[src/rtl/adcres_pkg.sv]
// Package: constants and carrier types for the measurement result bank
package adcres_pkg;

  // ----------------------------------------------------------------
  // Channel indices and count
  // ----------------------------------------------------------------
  localparam int unsigned CH_NUM      = 3;
  localparam int unsigned CH_OUTV     = 0;
  localparam int unsigned CH_VBAT     = 1;
  localparam int unsigned CH_BATI     = 2;

  // ----------------------------------------------------------------
  // Register offsets (byte addresses on the serial control port)
  // ----------------------------------------------------------------
  localparam logic [7:0] OFF_OUTV_HI  = 8'h1C;
  localparam logic [7:0] OFF_OUTV_LO  = 8'h1D;
  localparam logic [7:0] OFF_VBAT_HI  = 8'h1E;
  localparam logic [7:0] OFF_VBAT_LO  = 8'h1F;
  localparam logic [7:0] OFF_BATI_HI  = 8'h20;
  localparam logic [7:0] OFF_BATI_LO  = 8'h21;

  // ----------------------------------------------------------------
  // Field layout and reset values
  // ----------------------------------------------------------------
  localparam int unsigned RES_W       = 16;
  localparam int unsigned SIGN_BIT    = 15;
  localparam logic [15:0] RES_RST     = 16'h0000;
  localparam logic [7:0]  BYTE_RST    = 8'h00;
  localparam logic [7:0]  UNMAP_DATA  = 8'h00;

  // One conversion result from the converter, signed two's complement
  typedef struct packed {
    logic              valid;
    logic [RES_W-1:0]  value;
  } adcres_conv_t;

  // Register read request from the serial control port
  typedef struct packed {
    logic        en;
    logic [7:0]  addr;
  } adcres_rd_t;

  // Whole state of the bank
  typedef struct packed {
    logic [CH_NUM-1:0][RES_W-1:0] res;
    logic [CH_NUM-1:0][7:0]       shadow;
    logic [CH_NUM-1:0]            pend;
    logic [7:0]                   rdata;
    logic                         rhit;
  } adcres_state_t;

endpackage

[src/rtl/adcres_bank.sv]
// Read-only bank of output voltage, battery voltage and battery current results
`timescale 1ns/10ps

// Overview of operation
// - Output voltage low byte read-only at 0x1D, 1 mV to 128 mV.
// - Battery voltage high byte at 0x1E: sign bit 7, result bits 14..8.
// - Results are two's complement; sign bit 0 positive, 1 negative.
// - Battery voltage low byte read-only at 0x1F, 1 mV to 128 mV.
// - Battery current high byte at 0x20: sign bit 7, result bits 14..8.
// - Battery current positive while charging, negative while discharging.
// - Register-reset command clears all bits; power-up undefined; host read-only.
// - Output voltage high byte at 0x1C: sign bit 7, result bits 14..8.
// - Battery current low byte read-only at 0x21, 1 mA to 128 mA.
module adcres_bank (
  input  wire logic                                 clock_i,    // 40 MHz control clock
  input  wire logic                                 rst_b_i,    // Async reset, active low
  input  wire logic                                 reg_rst_i,  // Register-reset command
  input  wire adcres_pkg::adcres_conv_t [2:0]       conv_i,     // Out volts, bat volts, bat amps
  input  wire adcres_pkg::adcres_rd_t               rd_i,       // Register read request
  output logic [7:0]                                rd_data_o,  // Read data, next cycle
  output logic                                      rd_hit_o    // Read hit a bank register
);
  import adcres_pkg::*;

  adcres_state_t s_q;
  adcres_state_t s_d;

  // ----------------------------------------------------------------
  // Next-state logic
  // ----------------------------------------------------------------
  // Host writes have no path here, so every register is read-only.
  always_comb begin
    s_d       = s_q;
    s_d.rhit  = 1'b0;
    s_d.rdata = UNMAP_DATA;
    // Whole 16-bit word lands in one edge, so both bytes move together
    for (int c = 0; c < CH_NUM; c++) begin
      if (conv_i[c].valid) begin
        s_d.res[c] = conv_i[c].value;
      end
    end
    if (rd_i.en) begin
      unique case (rd_i.addr)
        OFF_OUTV_HI: begin
          s_d.rdata              = s_q.res[CH_OUTV][15:8];
          s_d.rhit               = 1'b1;
          s_d.shadow[CH_OUTV]    = s_q.res[CH_OUTV][7:0];
          s_d.pend[CH_OUTV]      = 1'b1;
        end
        OFF_OUTV_LO: begin
          // Snapshot taken at the high read keeps the pair from one conversion
          s_d.rdata = s_q.pend[CH_OUTV] ? s_q.shadow[CH_OUTV]
                                        : s_q.res[CH_OUTV][7:0];
          s_d.rhit               = 1'b1;
          s_d.pend[CH_OUTV]      = 1'b0;
        end
        OFF_VBAT_HI: begin
          s_d.rdata              = s_q.res[CH_VBAT][15:8];
          s_d.rhit               = 1'b1;
          s_d.shadow[CH_VBAT]    = s_q.res[CH_VBAT][7:0];
          s_d.pend[CH_VBAT]      = 1'b1;
        end
        OFF_VBAT_LO: begin
          s_d.rdata = s_q.pend[CH_VBAT] ? s_q.shadow[CH_VBAT]
                                        : s_q.res[CH_VBAT][7:0];
          s_d.rhit               = 1'b1;
          s_d.pend[CH_VBAT]      = 1'b0;
        end
        OFF_BATI_HI: begin
          s_d.rdata              = s_q.res[CH_BATI][15:8];
          s_d.rhit               = 1'b1;
          s_d.shadow[CH_BATI]    = s_q.res[CH_BATI][7:0];
          s_d.pend[CH_BATI]      = 1'b1;
        end
        OFF_BATI_LO: begin
          s_d.rdata = s_q.pend[CH_BATI] ? s_q.shadow[CH_BATI]
                                        : s_q.res[CH_BATI][7:0];
          s_d.rhit               = 1'b1;
          s_d.pend[CH_BATI]      = 1'b0;
        end
        default: begin
          s_d.rdata              = UNMAP_DATA;
          s_d.rhit               = 1'b0;
        end
      endcase
    end
    // Reset command wins over a result landing in the same cycle
    if (reg_rst_i) begin
      for (int c = 0; c < CH_NUM; c++) begin
        s_d.res[c]    = RES_RST;
        s_d.shadow[c] = BYTE_RST;
      end
      s_d.pend = '0;
    end
  end

  // ----------------------------------------------------------------
  // State register
  // ----------------------------------------------------------------
  // Power-up content is undefined to software; zero is chosen for determinism
  always_ff @(posedge clock_i or negedge rst_b_i) begin
    if (!rst_b_i) begin
      s_q <= '0;
    end else begin
      s_q <= s_d;
    end
  end

  // Outputs straight from flops
  assign rd_data_o = s_q.rdata;
  assign rd_hit_o  = s_q.rhit;

  // ----------------------------------------------------------------
  // Assertions
  // ----------------------------------------------------------------
  a_outv_low_read: assert property (
    @(posedge clock_i) disable iff (!rst_b_i)
    (rd_i.en && rd_i.addr == OFF_OUTV_LO && !s_q.pend[CH_OUTV])
      |=> (rd_data_o == $past(s_q.res[CH_OUTV][7:0]) && rd_hit_o))
    else $error("output voltage low byte read wrong");

  a_vbat_high_read: assert property (
    @(posedge clock_i) disable iff (!rst_b_i)
    (rd_i.en && rd_i.addr == OFF_VBAT_HI)
      |=> (rd_data_o == $past(s_q.res[CH_VBAT][15:8])))
    else $error("vbat high byte read wrong");

  a_sign_follows: assert property (
    @(posedge clock_i) disable iff (!rst_b_i)
    (conv_i[CH_VBAT].valid && !reg_rst_i)
      |=> (s_q.res[CH_VBAT][SIGN_BIT] == $past(conv_i[CH_VBAT].value[SIGN_BIT])))
    else $error("vbat sign not captured");

  a_vbat_low_read: assert property (
    @(posedge clock_i) disable iff (!rst_b_i)
    (rd_i.en && rd_i.addr == OFF_VBAT_LO && !s_q.pend[CH_VBAT])
      |=> (rd_data_o == $past(s_q.res[CH_VBAT][7:0])))
    else $error("vbat low byte read wrong");

  a_bati_high_read: assert property (
    @(posedge clock_i) disable iff (!rst_b_i)
    (rd_i.en && rd_i.addr == OFF_BATI_HI)
      |=> (rd_data_o == $past(s_q.res[CH_BATI][15:8]) && rd_hit_o))
    else $error("battery current high byte read wrong");

  a_bati_discharge: assert property (
    @(posedge clock_i) disable iff (!rst_b_i)
    (conv_i[CH_BATI].valid && conv_i[CH_BATI].value[SIGN_BIT] && !reg_rst_i)
      ##1 (rd_i.en && rd_i.addr == OFF_BATI_HI && !conv_i[CH_BATI].valid && !reg_rst_i)
      |=> rd_data_o[7])
    else $error("discharge current not read as negative");

  a_bati_charge: assert property (
    @(posedge clock_i) disable iff (!rst_b_i)
    (conv_i[CH_BATI].valid && !conv_i[CH_BATI].value[SIGN_BIT] && !reg_rst_i)
      ##1 (rd_i.en && rd_i.addr == OFF_BATI_HI && !conv_i[CH_BATI].valid && !reg_rst_i)
      |=> !rd_data_o[7])
    else $error("charge current not read as positive");

  a_reset_clears: assert property (
    @(posedge clock_i) disable iff (!rst_b_i)
    reg_rst_i |=> (s_q.res == '0 && s_q.pend == '0 && s_q.shadow == '0))
    else $error("register reset did not clear bank");

  a_outv_high_read: assert property (
    @(posedge clock_i) disable iff (!rst_b_i)
    (rd_i.en && rd_i.addr == OFF_OUTV_HI)
      |=> (rd_data_o == $past(s_q.res[CH_OUTV][15:8])))
    else $error("output voltage high byte read wrong");

  a_bati_low_read: assert property (
    @(posedge clock_i) disable iff (!rst_b_i)
    (rd_i.en && rd_i.addr == OFF_BATI_LO && !s_q.pend[CH_BATI])
      |=> (rd_data_o == $past(s_q.res[CH_BATI][7:0])))
    else $error("battery current low byte read wrong");

  a_pair_coherent: assert property (
    @(posedge clock_i) disable iff (!rst_b_i)
    (rd_i.en && rd_i.addr == OFF_VBAT_HI && !reg_rst_i)
      ##1 (rd_i.en && rd_i.addr == OFF_VBAT_LO && !reg_rst_i)
      |=> (rd_data_o == $past(s_q.res[CH_VBAT][7:0], 2)))
    else $error("vbat pair not coherent");

  a_unmapped_zero: assert property (
    @(posedge clock_i) disable iff (!rst_b_i)
    (rd_i.en && (rd_i.addr < OFF_OUTV_HI || rd_i.addr > OFF_BATI_LO))
      |=> (!rd_hit_o && rd_data_o == UNMAP_DATA))
    else $error("unmapped read not zero");

  // Paired reads of the other two channels must come from one conversion too
  a_outv_pair_coherent: assert property (
    @(posedge clock_i) disable iff (!rst_b_i)
    (rd_i.en && rd_i.addr == OFF_OUTV_HI && !reg_rst_i)
      ##1 (rd_i.en && rd_i.addr == OFF_OUTV_LO && !reg_rst_i)
      |=> (rd_data_o == $past(s_q.res[CH_OUTV][7:0], 2) && rd_hit_o))
    else $error("output voltage pair not coherent");

  a_bati_pair_coherent: assert property (
    @(posedge clock_i) disable iff (!rst_b_i)
    (rd_i.en && rd_i.addr == OFF_BATI_HI && !reg_rst_i)
      ##1 (rd_i.en && rd_i.addr == OFF_BATI_LO && !reg_rst_i)
      |=> (rd_data_o == $past(s_q.res[CH_BATI][7:0], 2) && rd_hit_o))
    else $error("battery current pair not coherent");

  a_map_hit: assert property (
    @(posedge clock_i) disable iff (!rst_b_i)
    (rd_i.en && rd_i.addr >= OFF_OUTV_HI && rd_i.addr <= OFF_BATI_LO)
      |=> rd_hit_o)
    else $error("mapped read gave no hit");

  // A quiet port keeps the data lines at zero so stale bytes never leak
  a_idle_quiet: assert property (
    @(posedge clock_i) disable iff (!rst_b_i)
    !rd_i.en |=> (!rd_hit_o && rd_data_o == UNMAP_DATA))
    else $error("outputs not quiet without a read");

  a_high_snapshot: assert property (
    @(posedge clock_i) disable iff (!rst_b_i)
    (rd_i.en && rd_i.addr == OFF_OUTV_HI && !reg_rst_i)
      |=> (s_q.pend[CH_OUTV] && s_q.shadow[CH_OUTV] == $past(s_q.res[CH_OUTV][7:0])))
    else $error("high read did not take a snapshot");

  a_low_release: assert property (
    @(posedge clock_i) disable iff (!rst_b_i)
    (rd_i.en && rd_i.addr == OFF_VBAT_LO)
      |=> !s_q.pend[CH_VBAT])
    else $error("low read left the snapshot pending");

endmodule

[config.mk]
export PLATFORM = sky130hd
export DESIGN_NAME = adcres_bank
export DESIGN_NICKNAME = d
export VERILOG_FILES = /design/src/rtl/adcres_pkg.sv /design/src/rtl/adcres_bank.sv
export SDC_FILE = /design/constraint.sdc
export NUM_CORES = 1
export LEC_CHECK = 0
export BUFFER_PORTS_ARGS = -buffer_cell sky130_fd_sc_hd__buf_2
export CAP_MARGIN = 20
export CORE_MARGIN = 8
export CORE_UTILIZATION = 55
export DETAILED_ROUTE_END_ITERATION = 8
export GPL_ROUTABILITY_DRIVEN = 0
export GPL_TIMING_DRIVEN = 0
export HOLD_SLACK_MARGIN = 0.08
export PLACE_DENSITY = 0.88
export SETUP_SLACK_MARGIN = 0.05
export SKIP_LAST_GASP = 1
export SLEW_MARGIN = 15
export SYNTH_ARGS = -nofsm -noshare
export SYNTH_HDL_FRONTEND = slang
export SYNTH_SLANG_ARGS = --single-unit
[constraint.sdc]
create_clock -name clock_i -period 3 [get_ports clock_i]
set_input_delay 0.6 -clock clock_i [delete_from_list [all_inputs] [get_ports clock_i]]
set_output_delay 0.6 -clock clock_i [all_outputs]
set_load 0.01 [all_outputs]
==> results.toml, run 1 <==
[synth]
ys_warn_count = 0
ys_seq_area_frac = 0.5142
synthesized_area_per_cell_um2 = 10.35
netlist_area_um2 = 4088
synthDistinctLibCells = 29
synth-seq-cells = 84
synthesis.nets = 458
post_synth_inst_count = 395

[routing]
vias_per_cell = 5.540
finalWirelength_mm = 9.520
via_count = 3191
number_of_optimization_iterations_in_the_first_detailed_route_pass = 5
remaining_drc_errors = 0
post_drt_wl_per_cell_um = 16.53
dr.first_iter.drc_count = 206
ant_nets = 0

[floorplan]
design.core.area_um2 = 7214
floorplan.rows = 31
die_height_um = 102.2
die_area_um2 = 10450
pin_count = 72
start_util = 0.5666
die_w_um = 102.2

[sta]
drv_slew = 0
slew_headroom = 0.5816
final.period_utilization = 0.6056
layout_setup_ws_ns = 1.183
final.setup.tns_ns = 0
min_period_ns = 1.817
max_freq_mhz = 550.4
rsz0062_at_grt = "false"
worst_pin_slew_ns = 0.6275
report.final.setup_viol = 0
final.setup_skew_ns = 0.004141
finalHoldViolCount = 0

[setup_path]
critical_path.max_fanout = 10
cp_data_required_time_ns = 3.20
timing.critical_path.mode_cell = "clkbuf_1"
crit_arrival_ns = 2.02
cp-start-kind = "input pin"
crit_type = "input pin to register"
crit_path_top_delay_cell = "clkbuf_1"
max_stage_delay_ns = 0.39
endpoint_kind = "register"
crit_path_cell_trace = "buf_2 > clkbuf_1 > clkbuf_1 > a21oi_1 > o21ai_0 > a31oi_1"
reg2reg_depth = 5

[global_routing]
globalRouteTotalUtil = 0.1928
grt.overflow.total = 0
largest_net_degree_at_the_start_of_global_routing = 47
grt_pass1_wl_mm = 15.73
vias_in_the_first_global_route = 3334
grt_antenna_before_repair = 0

[run_status]
outcome = "finished clean"

[cts]
cts_tree = "done"
htree_num_levels = 3
cts.sinks = 84
cts_inserted_buffers = 9
insertion_delay_ns = 0.35
post_cts_hold_buffer_count = 0
clockRootBuffer = "clkbuf_8"
setup_fix_bufs_post_cts = 0
post_cts.resized_instances = 0
clockBufferDepth = 2
clk_pin_slew_worst_paths_ns = 0.08

[pwr]
design_power_total_uw = 2119
vdd.ir_drop.worst_mv = 0.2580
p_leak_uw = 0.002453
power_per_cell_area_nw_per_um2 = 447.6

[place]
place.port_buffers = 66
detailed_place_hpwl_mm = 7.299
place_worst_setup_slack_ns = 0.8066

[cells_and_area]
area_taken_by_flip_flops_and_latches_um2 = 2102
share_of_final_layout_standard_cells_stronger_than_drive_strength_1 = 0.2285
number_of_filler_cells_placed_in_the_layout = 587
nets = 536
antennaDiodeCount = 0
multi_input_area_um2 = 1802
syn_to_final_growth_pct = 15.79
finish.utilization = 0.6561

[flow_run]
max-cap-violations = 0

[min_path]
timing.hold.worst.class = "input pin to async pin"
-- registers in the layout, indices dropped and copies added, names as in the netlist --
name	flops
rd_hit_o	1
rd_data_o	8
s_q	75
-- per-stage QoR --
step | std cells | hold WS [ns] | area (um^2)
4_1_cts | 576 | 0.2193 | 4733
2_1_floorplan | 395 | 0.3044 | 4088
5_1_grt | 576 | 0.2471 | 4733
3_5_place_dp | 561 | 0.5107 | 4564
3_3_place_gp | 560 | 0.5021 | 4542
6_report | 576 | 0.2088 | 4733
-- report_power, final --
part / leakage (uW) / total [uW] / internal (uW) / switching, uW
clock: 0.0000893 / 707 / 340 / 367
sequential: 0.00114 / 1200 / 1170 / 28.2
combinational: 0.00122 / 215 / 91.8 / 124
-- worst paths after layout --
kind / start / endpoint / slack, ns
worst min register to register: s_q[35] / s_q[35] / 0.52
worst max-delay path: rd_i[0] / rd_data_o[1] / 1.18
worst min-delay path: rst_b_i / s_q[49] / 0.21
max in group asynchronous: rst_b_i / s_q[23] / 2.18
min in group clock_i: conv_i[37] / s_q[71] / 0.49
worst max register to register: s_q[10] / rd_data_o[1] / 1.22
-- layer usage --
metal,vias to the layer above,share of wire,track usage
met5,-,0,0
met3,30,0.062,0.03747
met1,1526,0.42,0.2423
li1,1507,-,-
met4,0,0.034,0.1061
met2,128,0.48,0.3058
-- cell usage after synthesis, drive strengths merged --
library cell / n / area, um^2
clkbuf: 19 / 71.32
nand3: 1 / 5.000
nor2: 74 / 277.8
a31oi: 8 / 50.05
inv: 2 / 7.510
nand2: 24 / 90.09
o21ai: 27 / 138.9
nor2b: 1 / 6.260
and3: 16 / 100.1
nor4b: 1 / 23.77
or2: 1 / 6.260
nand4: 3 / 25.02
a21oi: 19 / 95.09
nor3: 2 / 32.53
a311oi: 1 / 8.760
and4b: 1 / 10.01
or3: 1 / 6.260
nand2b: 1 / 6.260
and2: 1 / 6.260
and4: 1 / 8.760
buf: 18 / 105.1
mux2: 8 / 90.09
mux2i: 80 / 800.8
or4b: 1 / 13.76
dfrtp: 84 / 2102
-- kinds of logic (layout without fill, tap and decap cells) --
group                  Yosys count  in the layout  synth area share
AND/OR/NAND/NOR                129            129            0.1512
multiplexers                    88             88            0.2179
flip-flops                      84             84            0.5142
AO/OA/AOI/OAI                   55             55           0.07163
buffers and inverters           39            121           0.04500
-- critical path, delay by kind of cell --
family | cells | cell delay (ns)
buf+inv | 3 | 0.83
compound gates | 3 | 0.58
-- layout by cell type, fill, tap and decap left out --
cell type  netlist  routed
nor2_1          74      74
and4b_1          1       1
clkinv_2         0       2
nand2b_1         1       1
or3_1            1       1
a31oi_1          8       8
a311oi_1         1       1
and3_1          16      16
a21oi_1         19      19
inv_1            2       2
clkbuf_8         0      11
nand4_2          1       1
or4b_4           1       1
nand2_1         24      24
o21ai_0         26      26
o21ai_2          1       1
buf_4            8       9
nor4b_4          1       1
buf_12           0       1
and2_1           1       1
dfrtp_1         84      84
nor3_4           2       2
nand3_1          1       1
nor2b_1          1       1
mux2_2           8       8
clkbuf_1        19      21
mux2i_1         80      80
and4_1           1       1
nand4_1          2       2
buf_1            4       4
buf_2            6      71
or2_2            1       1
-- cell type report --
class,instances,share of cell area
well taps,99,0.02617
clock inverters,2,0.002115
multi-input cells,272,0.3807
inverters,2,0.001586
repair buffers,67,0.07454
flip-flops and latches,84,0.4441
plain buffers,37,0.03727
clock buffers,13,0.03357
Note: power is estimated with default switching activity, not from simulation.
==> inputs of run 2 (changes only) <==
clock period = 1.7 ns   (was 3 ns; I/O delays follow)
==> run 2 against run 1 <==
Combinational power increased by 78%. First-iteration DRC count unchanged. Sequential share of layout area about the same. Wire length increased by 0.55%.
==> results.toml, run 2 (synthesis gave the netlist of run 1 again) <==
[floorplan]
die_height_um = 102.2
floorplan.rows = 31
start_util = 0.5666
die_area_um2 = 10450
pin_count = 72
die_w_um = 102.2
design.core.area_um2 = 7214

[run_status]
outcome = "finished clean"

[cts]
post_cts.resized_instances = 0
cts.sinks = 84
clockBufferDepth = 2
clockRootBuffer = "clkbuf_8"
cts_inserted_buffers = 9
clk_pin_slew_worst_paths_ns = 0.08
insertion_delay_ns = 0.35
setup_fix_bufs_post_cts = 0
htree_num_levels = 3
cts_tree = "done"

[pwr]
p_leak_uw = 0.002455
power_per_cell_area_nw_per_um2 = 791.8
vdd.ir_drop.worst_mv = 0.4567

[sta]
finalHoldViolCount = 0
final.period_utilization = 0.9209
drv_slew = 0
report.final.setup_viol = 0
slew_headroom = 0.6513
max_freq_mhz = 638.7
final.setup_skew_ns = 0.004758
worst_pin_slew_ns = 0.5230
rsz0062_at_grt = "false"
min_period_ns = 1.566

[place]
place.port_buffers = 66
placed_cell_area_um2 = 4564
detailed_place_hpwl_mm = 7.299

[cells_and_area]
largest_register_ffs = 75
max_flop_register = "s_q"
nets = 535
share_of_final_layout_standard_cells_stronger_than_drive_strength_1 = 0.2290
number_of_filler_cells_placed_in_the_layout = 586
syn_to_final_growth_pct = 15.86
stdcell_area_um2 = 4736
layout.cells.most_common_list = "84 x dfrtp_1, 80 x mux2i_1, 74 x nor2_1"
antennaDiodeCount = 0
layout.cells.most_common = "dfrtp_1"
finish.utilization = 0.6564

[setup_path]
cp_data_required_time_ns = 1.91
endpoint_kind = "register"
crit_type = "input pin to register"
crit_arrival_ns = 1.78
critical_path.max_fanout = 10
cp-start-kind = "input pin"

[global_routing]
grt_pass1_wl_mm = 15.77
globalRouteTotalUtil = 0.1932
largest_net_degree_at_the_start_of_global_routing = 47
vias_in_the_first_global_route = 3341
grt_antenna_before_repair = 0
grt.overflow.total = 0

[flow_run]
max-cap-violations = 0

[routing]
via_count = 3156
ant_nets = 0
remaining_drc_errors = 0
dr.first_iter.drc_count = 206
vias_per_cell = 5.489
post_drt_wl_per_cell_um = 16.65
finalWirelength_mm = 9.572
number_of_optimization_iterations_in_the_first_detailed_route_pass = 5

[min_path]
timing.hold.worst.class = "input pin to register"
[run 2: cell types whose count changed in the layout (fill, tap and decap cells not counted)]
| cell | change |
|---|---|
| clkbuf_1 | -2 |
| dlygate4sd3_1 | +1 |
[run 2: final timing paths]
check / startpoint / to / slack (ns) / depth (start not counted)
setup / recovery: rd_i[7] / s_q[18] / 0.13 / 6
hold / removal: conv_i[27] / s_q[62] / 0.23 / 3
setup reg to reg: s_q[10] / rd_data_o[1] / 0.14 / 4
hold reg to reg: s_q[35] / s_q[35] / 0.52 / 2
max in group asynchronous: rst_b_i / s_q[23] / 0.59 / 3
min in group asynchronous: rst_b_i / s_q[82] / 0.50 / 2
[run 2: what timing repair did]
item	CTS	global route
hold buffers	1	0
setup endpoints to repair	5	0
endpoints found under the hold margin	38	0
[run 2: where the power goes]
part,internal (uW),leakage (uW),switching [uW]
Sequential,2060,0.00114,50.7
Combinational,164,0.00123,218
Clock,599,0.0000893,656
[run 2: metrics by stage]
step	instances	total power, uW	setup WS, ns	hold WS, ns	TNS [ns]
6_report	575	3750	0.1344	0.2257	0
3_5_place_dp	561	2531	-0.2334	0.3351	-3.308
5_1_grt	575	3906	0.05056	0.2321	0
2_1_floorplan	395	2345	0.2238	0.04441	0
3_3_place_gp	560	2506	-0.2733	0.5021	-24.09
4_1_cts	575	3770	0.1368	0.2262	0
[run 2: layout make-up]
| type | count | area, um^2 | share of cell area |
|---|---|---|---|
| multi-input combinational | 272 | 1802 | 0.3804 |
| tap | 99 | 123.9 | 0.02616 |
| inverter | 2 | 7.507 | 0.001585 |
| clock inverter | 2 | 10.01 | 0.002114 |
| sequential | 84 | 2102 | 0.4439 |
| buffer | 35 | 168.9 | 0.03567 |
| timing repair buffer | 68 | 362.8 | 0.07662 |
| clock buffer | 13 | 158.9 | 0.03355 |
[run 2: per-layer routing]
metal,global-route usage,share of wire
met1,0.2428,0.43
met5,0,0
met4,0.1061,0.033
met3,0.03747,0.058
met2,0.3068,0.48
[run 2: worst max-delay path: stages]
cell and delay [ns]:
buf_2 0.10, nor2_1 0.21, clkbuf_1 0.34, nand4_2 0.40, mux2i_1 0.32, nor2_1 0.07
